[src/rtl/card_decode_pkg.sv]
package card_decode_pkg;
  // Attribute space
  localparam logic [14:0] ATTR_OPTION_ADDR = 15'h0800;
  localparam logic [14:0] ATTR_STATUS_ADDR = 15'h0802;
  localparam int          ATTR_CFG_BIT     = 11;
  localparam logic [7:0]  CARD_OPTION_RST  = 8'h00;
  localparam logic [7:0]  CARD_STATUS_RST  = 8'h00;
  localparam logic [7:0]  UNDEF_DATA       = 8'hff;
  // Flash page holding attribute image and reset code
  localparam logic [1:0]  TOP_FLASH_PAGE   = 2'h3;
  localparam logic [4:0]  ATTR_FLASH_HI    = 5'h1f;
  // I/O offsets within the six decoded bits
  localparam logic [5:0]  IO_GEN_CFG   = 6'h00;
  localparam logic [5:0]  IO_BANK_SEL  = 6'h01;
  localparam logic [5:0]  IO_PTR_LO    = 6'h02;
  localparam logic [5:0]  IO_PTR_HI    = 6'h03;
  localparam logic [5:0]  IO_DATA_LO   = 6'h04;
  localparam logic [5:0]  IO_DATA_HI   = 6'h07;
  localparam logic [5:0]  IO_XCVR_BASE = 6'h08;
  localparam logic [5:0]  IO_NARROW_END = 6'h10;
  localparam logic [5:0]  IO_WIDE_END   = 6'h28;
  // Bank select fields
  localparam int          BANK_EXPAND_BIT = 2;
  localparam int          BANK_DEV_BIT    = 5;
  localparam logic [7:0]  BANK_SEL_RST    = 8'h00;
  localparam logic [7:0]  GEN_CFG_RST     = 8'h00;
  // Core address map
  localparam logic [15:0] CORE_XCVR_BASE  = 16'h0400;
  localparam logic [15:0] CORE_SIDE_BASE  = 16'h0420;
  localparam logic [15:0] CORE_SIDE_END   = 16'h0440;
  localparam logic [16:0] CORE_RESET_ADDR = 17'h1fff0;

  // Host-side cycle strobes and address
  typedef struct packed {
    logic        reg_sel;
    logic        ce1;
    logic        oe;
    logic        we;
    logic        iord;
    logic        iowr;
    logic [14:0] addr;
    logic [7:0]  wdata;
  } host_cycle_t;

  // Request to external memory
  typedef struct packed {
    logic        sram_sel;
    logic        flash_sel;
    logic        wr;
    logic [16:0] addr;
    logic [7:0]  wdata;
  } mem_req_t;
endpackage

[src/rtl/pc_card_memory_io_decoder.sv]
`timescale 1ns/100ps
// Summary of operation
// - Even attribute addresses below 2K read flash top
// - Option and status registers at 0800h, 0802h
// - Odd addresses above them read undefined
// - Any A11 attribute read is answered
// - Only the two config registers are writable in attribute space
// - Expand bit sets 16 or 40 byte window
// - I/O decodes only six low address bits
// - Bank bit 5 picks SRAM or flash
// - Memory address is bank bits plus pointer
// - Every data port access bumps the pointer
// - Core 0400h-041Fh hits transceiver registers
// - Core 0420h-043Fh hits core-side registers
// - Core fetches first from top flash bytes
// - I/O exposes config, bank, transceiver registers
// - All memory reachable through pointer ports
// - Bank field pages SRAM then flash
module pc_card_memory_io_decoder #(
  parameter int PTR_W = 15
) (
  input  wire logic                      clk,
  input  wire logic                      rst,
  input  wire card_decode_pkg::host_cycle_t host,
  output logic [7:0]                     host_rdata,
  output logic                           host_ack,
  output card_decode_pkg::mem_req_t      mem_req,
  input  wire logic [7:0]                mem_rdata,
  output logic                           xcvr_sel,
  output logic                           xcvr_wr,
  output logic [4:0]                     xcvr_addr,
  output logic [7:0]                     xcvr_wdata,
  input  wire logic [7:0]                xcvr_rdata,
  input  wire logic                      core_sel,
  input  wire logic [15:0]               core_addr,
  output logic                           core_to_xcvr,
  output logic                           core_to_side,
  output logic                           core_to_sram,
  output logic [16:0]                    core_boot_addr,
  output logic [7:0]                     card_option,
  output logic [7:0]                     card_config_status,
  output logic [7:0]                     general_config,
  output logic [7:0]                     bank_select
);

  typedef enum logic [1:0] {ST_IDLE, ST_HOLD} cyc_state_t;

  cyc_state_t         state_reg;
  logic [7:0]         card_option_reg;
  logic [7:0]         card_config_status_reg;
  logic [7:0]         general_config_reg;
  logic [7:0]         bank_select_reg;
  logic [PTR_W-1:0]   local_mem_pointer;
  logic [7:0]         rdata_reg;
  logic               ack_reg;

  // Decode terms
  logic        attr_rd;
  logic        attr_wr;
  logic        io_rd;
  logic        io_wr;
  logic        io_cyc;
  logic [5:0]  io_off;
  logic        io_claim;
  logic        io_data;
  logic        io_xcvr;
  logic        new_cyc;
  logic        cyc_open;
  logic [4:0]  xcvr_idx;

  // Window end depends on the expand bit
  function automatic logic [5:0] window_end(input logic [7:0] bank);
    if (bank[card_decode_pkg::BANK_EXPAND_BIT])
      window_end = card_decode_pkg::IO_WIDE_END;
    else
      window_end = card_decode_pkg::IO_NARROW_END;
  endfunction

  assign attr_rd = host.reg_sel && host.ce1 && host.oe;
  assign attr_wr = host.reg_sel && host.ce1 && host.we;
  assign io_rd   = host.ce1 && host.iord;
  assign io_wr   = host.ce1 && host.iowr;
  assign io_cyc  = io_rd || io_wr;
  assign io_off  = host.addr[5:0];
  assign io_claim = io_off < window_end(bank_select_reg);
  assign io_data = io_claim && io_off >= card_decode_pkg::IO_DATA_LO &&
                   io_off <= card_decode_pkg::IO_DATA_HI;
  assign io_xcvr = io_claim && io_off >= card_decode_pkg::IO_XCVR_BASE;
  // Only the first edge of a held strobe starts an access
  assign cyc_open = (state_reg == ST_IDLE);
  assign new_cyc  = cyc_open && (attr_rd || attr_wr || io_cyc);

  // Transceiver index: narrow window pages by bank bits 1:0
  always_comb begin
    logic [5:0] rel;
    rel = io_off - card_decode_pkg::IO_XCVR_BASE;
    if (bank_select_reg[card_decode_pkg::BANK_EXPAND_BIT])
      xcvr_idx = rel[4:0];
    else
      xcvr_idx = {bank_select_reg[1:0], rel[2:0]};
  end

  // One action per strobe; wait for strobes to drop
  always_ff @(posedge clk) begin
    if (rst) begin
      state_reg <= ST_IDLE;
    end else begin
      case (state_reg)
        ST_IDLE: begin
          if (new_cyc)
            state_reg <= ST_HOLD;
        end
        ST_HOLD: begin
          if (!(attr_rd || attr_wr || io_cyc))
            state_reg <= ST_IDLE;
        end
        default: state_reg <= ST_IDLE;
      endcase
    end
  end

  // Card configuration registers, the only writable attribute bytes
  always_ff @(posedge clk) begin
    if (rst) begin
      card_option_reg        <= card_decode_pkg::CARD_OPTION_RST;
      card_config_status_reg <= card_decode_pkg::CARD_STATUS_RST;
    end else if (new_cyc && attr_wr) begin
      if (host.addr == card_decode_pkg::ATTR_OPTION_ADDR)
        card_option_reg <= host.wdata;
      if (host.addr == card_decode_pkg::ATTR_STATUS_ADDR)
        card_config_status_reg <= host.wdata;
    end
  end

  // General config and bank select in the I/O window
  always_ff @(posedge clk) begin
    if (rst) begin
      general_config_reg <= card_decode_pkg::GEN_CFG_RST;
      bank_select_reg    <= card_decode_pkg::BANK_SEL_RST;
    end else if (new_cyc && io_wr) begin
      if (io_off == card_decode_pkg::IO_GEN_CFG)
        general_config_reg <= host.wdata;
      if (io_off == card_decode_pkg::IO_BANK_SEL)
        bank_select_reg <= host.wdata;
    end
  end

  // Pointer: written in two halves, bumped after each data access
  always_ff @(posedge clk) begin
    if (rst)
      local_mem_pointer <= '0;
    else if (new_cyc && io_cyc) begin
      if (io_data)
        local_mem_pointer <= local_mem_pointer + 1'b1;
      else if (io_wr && io_off == card_decode_pkg::IO_PTR_LO)
        local_mem_pointer[7:0] <= host.wdata;
      else if (io_wr && io_off == card_decode_pkg::IO_PTR_HI)
        local_mem_pointer[PTR_W-1:8] <= host.wdata[PTR_W-9:0];
    end
  end

  // Memory request routing; only the taking cycle reaches memory, so a
  // strobe held across the pointer bump cannot write a second byte
  always_comb begin
    mem_req = '0;
    if (cyc_open && attr_rd && !host.addr[card_decode_pkg::ATTR_CFG_BIT] &&
        !host.addr[0]) begin
      mem_req.flash_sel = 1'b1;
      mem_req.addr = {card_decode_pkg::ATTR_FLASH_HI,
                      card_decode_pkg::TOP_FLASH_PAGE, host.addr[10:1]};
    end else if (cyc_open && io_cyc && io_data) begin
      mem_req.flash_sel = bank_select_reg[card_decode_pkg::BANK_DEV_BIT];
      mem_req.sram_sel  = !bank_select_reg[card_decode_pkg::BANK_DEV_BIT];
      mem_req.addr  = {bank_select_reg[4:3], local_mem_pointer};
      mem_req.wr    = io_wr;
      mem_req.wdata = host.wdata;
    end
  end

  // Transceiver register port
  always_comb begin
    xcvr_sel   = cyc_open && io_cyc && io_xcvr;
    xcvr_wr    = cyc_open && io_wr && io_xcvr;
    xcvr_addr  = xcvr_idx;
    xcvr_wdata = host.wdata;
  end

  // Read data capture, registered
  always_ff @(posedge clk) begin
    if (rst) begin
      rdata_reg <= '0;
      ack_reg   <= 1'b0;
    end else begin
      ack_reg <= new_cyc && (attr_rd || (io_cyc && io_claim) ||
                 attr_wr);
      if (new_cyc && attr_rd) begin
        if (!host.addr[card_decode_pkg::ATTR_CFG_BIT])
          rdata_reg <= host.addr[0] ? card_decode_pkg::UNDEF_DATA
                                    : mem_rdata;
        else if (host.addr == card_decode_pkg::ATTR_OPTION_ADDR)
          rdata_reg <= card_option_reg;
        else if (host.addr == card_decode_pkg::ATTR_STATUS_ADDR)
          rdata_reg <= card_config_status_reg;
        else
          rdata_reg <= card_decode_pkg::UNDEF_DATA;
      end else if (new_cyc && io_rd) begin
        if (io_data)
          rdata_reg <= mem_rdata;
        else if (io_xcvr)
          rdata_reg <= xcvr_rdata;
        else if (io_off == card_decode_pkg::IO_GEN_CFG)
          rdata_reg <= general_config_reg;
        else if (io_off == card_decode_pkg::IO_BANK_SEL)
          rdata_reg <= bank_select_reg;
        else if (io_off == card_decode_pkg::IO_PTR_LO)
          rdata_reg <= local_mem_pointer[7:0];
        else if (io_off == card_decode_pkg::IO_PTR_HI)
          rdata_reg <= 8'(local_mem_pointer[PTR_W-1:8]);
        else
          rdata_reg <= card_decode_pkg::UNDEF_DATA;
      end
    end
  end

  // Core-side address steering
  always_comb begin
    core_to_xcvr = core_sel && core_addr >= card_decode_pkg::CORE_XCVR_BASE
                   && core_addr < card_decode_pkg::CORE_SIDE_BASE;
    core_to_side = core_sel && core_addr >= card_decode_pkg::CORE_SIDE_BASE
                   && core_addr < card_decode_pkg::CORE_SIDE_END;
    core_to_sram = core_sel && !core_to_xcvr && !core_to_side;
  end

  assign core_boot_addr     = card_decode_pkg::CORE_RESET_ADDR;
  assign host_rdata         = rdata_reg;
  assign host_ack           = ack_reg;
  assign card_option        = card_option_reg;
  assign card_config_status = card_config_status_reg;
  assign general_config     = general_config_reg;
  assign bank_select        = bank_select_reg;

  chk_ptr_bump: assert property (@(posedge clk) disable iff (rst)
    new_cyc && io_cyc && io_data |=>
      local_mem_pointer == $past(local_mem_pointer) + 1'b1)
    else $error("pointer did not advance");
  chk_io_window: assert property (@(posedge clk) disable iff (rst)
    !bank_select_reg[2] && io_cyc && io_off >= 6'h10 |-> !xcvr_sel)
    else $error("narrow window claimed high offset");
  chk_attr_ro: assert property (@(posedge clk) disable iff (rst)
    attr_wr |-> !mem_req.wr)
    else $error("attribute write reached memory");
  chk_dev_sel: assert property (@(posedge clk) disable iff (rst)
    new_cyc && io_cyc && io_data |-> mem_req.flash_sel == bank_select_reg[5]
      && mem_req.sram_sel != mem_req.flash_sel)
    else $error("wrong memory device");
  chk_mem_addr: assert property (@(posedge clk) disable iff (rst)
    new_cyc && io_cyc && io_data |->
      mem_req.addr[16:15] == bank_select_reg[4:3])
    else $error("bank bits missing from address");
  chk_attr_flash: assert property (@(posedge clk) disable iff (rst)
    new_cyc && attr_rd && !host.addr[11] && !host.addr[0] |->
      mem_req.flash_sel && mem_req.addr[16:10] == 7'h7f)
    else $error("attribute read missed flash top");
  chk_option_wr: assert property (@(posedge clk) disable iff (rst)
    new_cyc && attr_wr && host.addr == 15'h0800 |=>
      card_option_reg == $past(host.wdata))
    else $error("option register not written");
  chk_core_xcvr: assert property (@(posedge clk) disable iff (rst)
    core_sel && core_addr[15:5] == 11'h020 |-> core_to_xcvr && !core_to_sram)
    else $error("core access not steered");

  // Held strobes stay quiet and every answer is a single pulse
  chk_hold_quiet: assert property (@(posedge clk) disable iff (rst)
    state_reg == ST_HOLD |-> !mem_req.wr && !xcvr_wr)
    else $error("held strobe repeated a write");
  chk_ack_pulse: assert property (@(posedge clk) disable iff (rst)
    host_ack |=> !host_ack)
    else $error("acknowledge longer than one cycle");
  chk_odd_undef: assert property (@(posedge clk) disable iff (rst)
    new_cyc && attr_rd && host.addr[14:2] == 13'h0200 && host.addr[0] |=>
      host_rdata == card_decode_pkg::UNDEF_DATA)
    else $error("odd register neighbour not undefined");
  chk_a11_ack: assert property (@(posedge clk) disable iff (rst)
    new_cyc && attr_rd && host.addr[11] |=> host_ack)
    else $error("upper attribute read not answered");
  chk_cfg_ro: assert property (@(posedge clk) disable iff (rst)
    new_cyc && attr_wr && !host.addr[11] |=>
      card_option_reg == $past(card_option_reg) &&
      card_config_status_reg == $past(card_config_status_reg))
    else $error("flash range write changed a register");
  chk_wide_claim: assert property (@(posedge clk) disable iff (rst)
    new_cyc && io_cyc && bank_select_reg[2] && io_off < 6'h28 |=> host_ack)
    else $error("wide window offset not claimed");
  chk_io_alias: assert property (@(posedge clk) disable iff (rst)
    new_cyc && io_wr && host.addr[5:0] == 6'h01 |=>
      bank_select_reg == $past(host.wdata))
    else $error("aliased bank select write lost");
  chk_core_side: assert property (@(posedge clk) disable iff (rst)
    core_sel && core_addr[15:5] == 11'h021 |-> core_to_side && !core_to_sram)
    else $error("core side access not steered");
endmodule

[config.mk]
export PLATFORM = sky130hd
export DESIGN_NAME = pc_card_memory_io_decoder
export DESIGN_NICKNAME = d
export VERILOG_FILES = /design/src/rtl/card_decode_pkg.sv /design/src/rtl/pc_card_memory_io_decoder.sv
export SDC_FILE = /design/constraint.sdc
export NUM_CORES = 1
export LEC_CHECK = 0
export ABC_AREA = 1
export BUFFER_PORTS_ARGS = -buffer_cell sky130_fd_sc_hd__buf_2
export CORE_MARGIN = 2
export CORE_UTILIZATION = 49
export CTS_CLUSTER_DIAMETER = 100
export DETAILED_ROUTE_END_ITERATION = 16
export PLACE_DENSITY = 0.81
export SLEW_MARGIN = 10
export SYNTH_ARGS = -nofsm -noshare
export SYNTH_HDL_FRONTEND = slang
export SYNTH_SLANG_ARGS = --single-unit
[constraint.sdc]
create_clock -name clk -period 2.7 [get_ports clk]
set_input_delay 0.135 -clock clk [delete_from_list [all_inputs] [get_ports clk]]
set_output_delay 0.135 -clock clk [all_outputs]
set_load 0.1 [all_outputs]
# After elaboration in Yosys (flattened, before gate mapping)
# Cells that the tools add are included.
# word_totals
register_bits	58
inputBits	64
output_inout_bits	104
wordCells	109
# op_classes
add_sub_neg	2
order_cmp	8
n_eq_ne	9
mux	27
reduce_logical	54
# ops
op	count
$mux 8	14
$ge 16x11->1 const B	2
$logic_and 1x1->1	32
$lt 16x11->1 const B	2
$eq 15x12->1 const B	2
$mux 28	1
$mux 17	1
$add 15x1->15 const B	1
$mux 15	1
$mux 7	2
$eq 6x2->1 const B	2
$reduce_and 2->1	6
$eq 6x1->1 const B	1
$ge 6x3->1 const B	1
$ge 6x4->1 const B	1
$le 6x3->1 const B	1
$logic_not 6->1	1
$lt 6x6->1	1
$mux 6	1
$ne 2x2->1 const B	3
$reduce_bool 2->1	3
$logic_not 1->1	5
$logic_or 1x1->1	5
$mux 5	1
other kinds (7)	10

# Longest topological paths before layout
# depth
depth_word	9
mapped_depth	14
mapped_depth_nobuf	14

# Least setup slack after synthesis
# Ideal clock, no wire load.
# synth_path
kind	input-to-output
startpoint	input port core_addr[13]
endpoint	output port core_to_sram
arrival_time_ns	4.388
required_time_ns	2.565
setup_slack_ns	-1.823
path_stages	6
path_buffers	0
cell_sequence	nor2_1 -> nand2_1 -> nor2_1 -> nand3_1 -> a211oi_1 -> nor3b_1
# synth_via
word_cells_on_any_way	12
classes_between	order compare: 4; reduce/logical: 8
# synth_lines
item	line	source
start: declaration	pc_card_memory_io_decoder.sv:35	input wire logic [15:0] core_addr,
$ge 16x11->1	pc_card_memory_io_decoder.sv:229	core_to_side = core_sel && core_addr >= card_decode_pkg::CORE_SIDE_BASE
$logic_and 1x1->1	pc_card_memory_io_decoder.sv:229	
$logic_and 1x1->1 *	pc_card_memory_io_decoder.sv:230	&& core_addr < card_decode_pkg::CORE_SIDE_END;
named net core_to_side	pc_card_memory_io_decoder.sv:37	output logic core_to_side,
$logic_not 1->1 *	pc_card_memory_io_decoder.sv:231	core_to_sram = core_sel && !core_to_xcvr && !core_to_side;
$logic_and 1x1->1 *	pc_card_memory_io_decoder.sv:231	
end: declaration	pc_card_memory_io_decoder.sv:38	output logic core_to_sram,
# Mark *: on every way through the listed nets, which the timed path passes. The rest lies on a longest branch.

==> impl_metrics.ini <==
[detailed_routing]
route.detailed.drc = 0
drt_iter0_markers = 332
drt-pass1-iter-count = 7
avgViaCountPerCell = 5.488
drt_wl_total_um = 14600
postRouteAntennaNets = 0
vias = 4923
wire_per_inst_um = 16.27

[yosys]
ys_seq_area_share_pct = 27.40
synthSimpleGateAreaFrac_pct = 33.49
netlist_area_mm2 = 0.004165
synth_xor_area_share_pct = 1.892
synth_fa_ha_area_share_pct = 1.502
yosys_most_used_dff = dfxtp_1
syn_inst = 654
ys_seq_elements = 57
synth_cell_types = 37
synth_area_leader_cell = dfxtp_1
synth_area_leaders = dfxtp_1, nand2_1, nor2_1
avgSynthCellArea_um2 = 6.369
synthMuxAreaShare_pct = 0
netlist.area_leader.share_pct = 27.40
synth-edff-count = 0
synth_top_family_by_area = simple AND/OR/NAND/NOR gates
synth_compound_area_share_pct = 19.92
yosys_warnings = 0
synthArstFlopShare_pct = 0

[die]
core_region_area_mm2 = 0.008217
ios = 168
num_rows = 33
dieArea_mm2 = 0.009254
die_h_um = 96.20
die_w_um = 96.20
initial_core_util_pct = 50.69

[timing]
fin_skew_ns = 0.009163
rsz0062_at_grt = false
hold_viol = 0
setup_tns_ns = 0
setup_viol = 0
slew_viol_final = 0
slew_headroom_pct = 42.44
fmax_mhz = 388.1
finalCriticalPeriod_ns = 2.576
fin_crit_sh_pct = 95.42
worst_pin_slew_ns = 0.8624

[finish]
utilization_pct = 70.47
layout-drive-gt1-share_pct = 30.93
nNetsFinal = 856
largest_register_ffs = 15
diodes = 0
largest-register = local_mem_pointer
area_delta_synth_final_pct = 39.02

[global_route]
grt_start_max_net_pins = 31
grt_first_pass_wirelength_um = 22260
overflow = 0
grt_pass1_vias = 4610
grt_antenna_before_repair = 0
grt_usage_pct = 31.39

[worst_setup_path]
max_stage_delay_ns = 0.37
worst_ep_required_time_ns = 2.57
arrival_ns = 2.44
crit_path_end = mem_req[10]
cp_slowest_cell = dfxtp_4
crit_fanout = 20
reg2reg_depth = 12
cpMostUsedCell = nand2_1
timing.rr.start = bank_select[2]
worstSetupStartpoint = bank_select[2]
crit_type = flop to output pin
regToRegEndpoint = local_mem_pointer[0]
timing.critical_path.to_type = output pin
crit_chain = inv_1 > ha_1 > nand2_1 > nand2_1 > a21oi_4 > nand3_2 > nor2_4 > nand2_2 > buf_6 > o22ai_4 > buf_12
worst_setup_path_start_kind = flop
rrSetupSlack_ns = 0.41

[power]
p_leak_nw = 2.713
combinationalPowerShare_pct = 32.2
seq_power_share_pct = 33.3
internal_power_mw = 1.580
peakVddDrop_mv = 0.3192
switchingPower_mw = 1.115
p_per_area_mw_per_mm2 = 465.4
switching_share_pct = 41.36
clkPwrFrac_pct = 34.5

[clocking]
cts_buffer_depth = 2
cts-root-buf = clkbuf_8
worstSkewPairLatency_ns = 0.35
cts_max_level = 3
clock-sinks = 57
cts_buffers = 9
clk_pin_slew_worst_paths_ns = 0.08
cts_tree = yes

[place]
dp_hpwl_um = 11170
port_buffers = 145
gp_congestion = 0.9875

[min_path]
hp-class = primary input to flop

[outcome]
status = complete, no violations

[run]
maxCapViolations = 0
per-layer routing:
| layer | up-vias | wire length [µm] | part of all wire (%) | GRT usage [%] |
|---|---|---|---|---|
| li1 | 2350 | - | - | - |
| met1 | 2236 | 5379 | 37 | 36.01 |
| met2 | 283 | 7360 | 50 | 55.61 |
| met3 | 54 | 1269 | 8.7 | 5.951 |
| met4 | 0 | 588 | 4.0 | 15.00 |
| met5 | - | 0 | 0 | 0 |
cells in the mapped netlist (2+ instances only):
library cell,number
a211oi_1,2
a211oi_2,16
a21oi_1,42
a31oi_1,8
buf_2,9
buf_4,30
clkbuf_1,7
conb_1,2
dfxtp_1,57
ha_1,5
inv_1,86
inv_2,3
nand2_1,139
nand2_2,4
nand3_1,27
nand3_2,3
nand4_1,27
nor2_1,96
nor2_2,2
nor2_4,8
nor3_1,2
o211ai_1,2
o21ai_0,42
o21ai_1,6
o22ai_1,8
or2_2,2
xor2_1,9
how the worst min path moves through the flow:
stage,start,endpoint,cells past startpoint
2_1_floorplan,host[2],local_mem_pointer[2],2
3_3_place_gp,host[6],card_config_status[6],3
3_5_place_dp,host[25],host_ack,3
4_1_cts,host[25],host_ack,3
5_1_grt,host[6],card_option[6],3
6_report,host[5],card_option[5],3
kinds of logic (layout without fill, tap and decap cells):
| family | after synthesis | in the layout |
|---|---|---|
| AO/OA/AOI/OAI | 130 | 130 |
| XOR/XNOR | 9 | 9 |
| adder cells (fa/ha/maj) | 5 | 5 |
| buffers and inverters | 138 | 261 |
| flip-flops | 57 | 57 |
| other | 2 | 17 |
| AND/OR/NAND/NOR | 313 | 313 |
metrics by stage:
step                      area, µm²  power, mW  hold slack [ns]  setup slack (ns)  instances
after CTS                      5771      2.684           0.1103           0.01811        895
after global routing           5791      2.786           0.1220           0.03731        897
after global placement         5540      1.753           0.4647            0.3984        879
final                          5791      2.695           0.1134            0.1236        897
after detailed placement       5540      1.769           0.4707            0.2996        879
after floorplan                4516      1.604           0.2952           0.03537        669
repair_timing:
item | 4_1_cts | 5_1_grt
setup endpoints to repair | 16 | 20
hold buffers | 0 | 0
hold endpoints to repair | 0 | 0
resized for setup | 1 | 1
setup buffers | 0 | 2
cells in the final DEF, fill, tap and decap left out, types with 9 or more instances in the layout:
cell	count
a211oi_2	16
a21oi_1	42
buf_12	28
buf_2	117
buf_4	9
clkbuf_8	9
conb_1	17
dfxtp_1	56
inv_1	86
nand2_1	138
nand3_1	27
nand4_1	27
nor2_1	84
nor2_4	19
o21ai_0	38
xor2_1	9
power by group through the flow:
stage	Clock (mW)	Combinational, mW	Sequential [mW]
floorplan	0	0.539	1.07
global placement	0	0.837	0.917
detailed placement	0	0.852	0.917
CTS	0.930	0.856	0.898
global route	0.964	0.920	0.902
finish	0.930	0.868	0.898
worst max-delay path, delay by kind of cell, from the launching register on:
kind | cells | cell delay [ns]
simple gates | 5 | 0.55
flops | 1 | 0.37
compound gates | 2 | 0.37
fa+ha+maj | 1 | 0.29
buf+inv | 3 | 0.50
final cells by class:
type	instances	area (µm²)
Clock buffer	9	123.9
Multi-Input combinational cell	474	2725
Fill cell	683	2426
Timing Repair Buffer	155	1225
Tap cell	105	131.4
Inverter	90	337.8
Sequential cell	57	1145
Clock inverter	7	102.6
(Power assumes the default switching activity.)
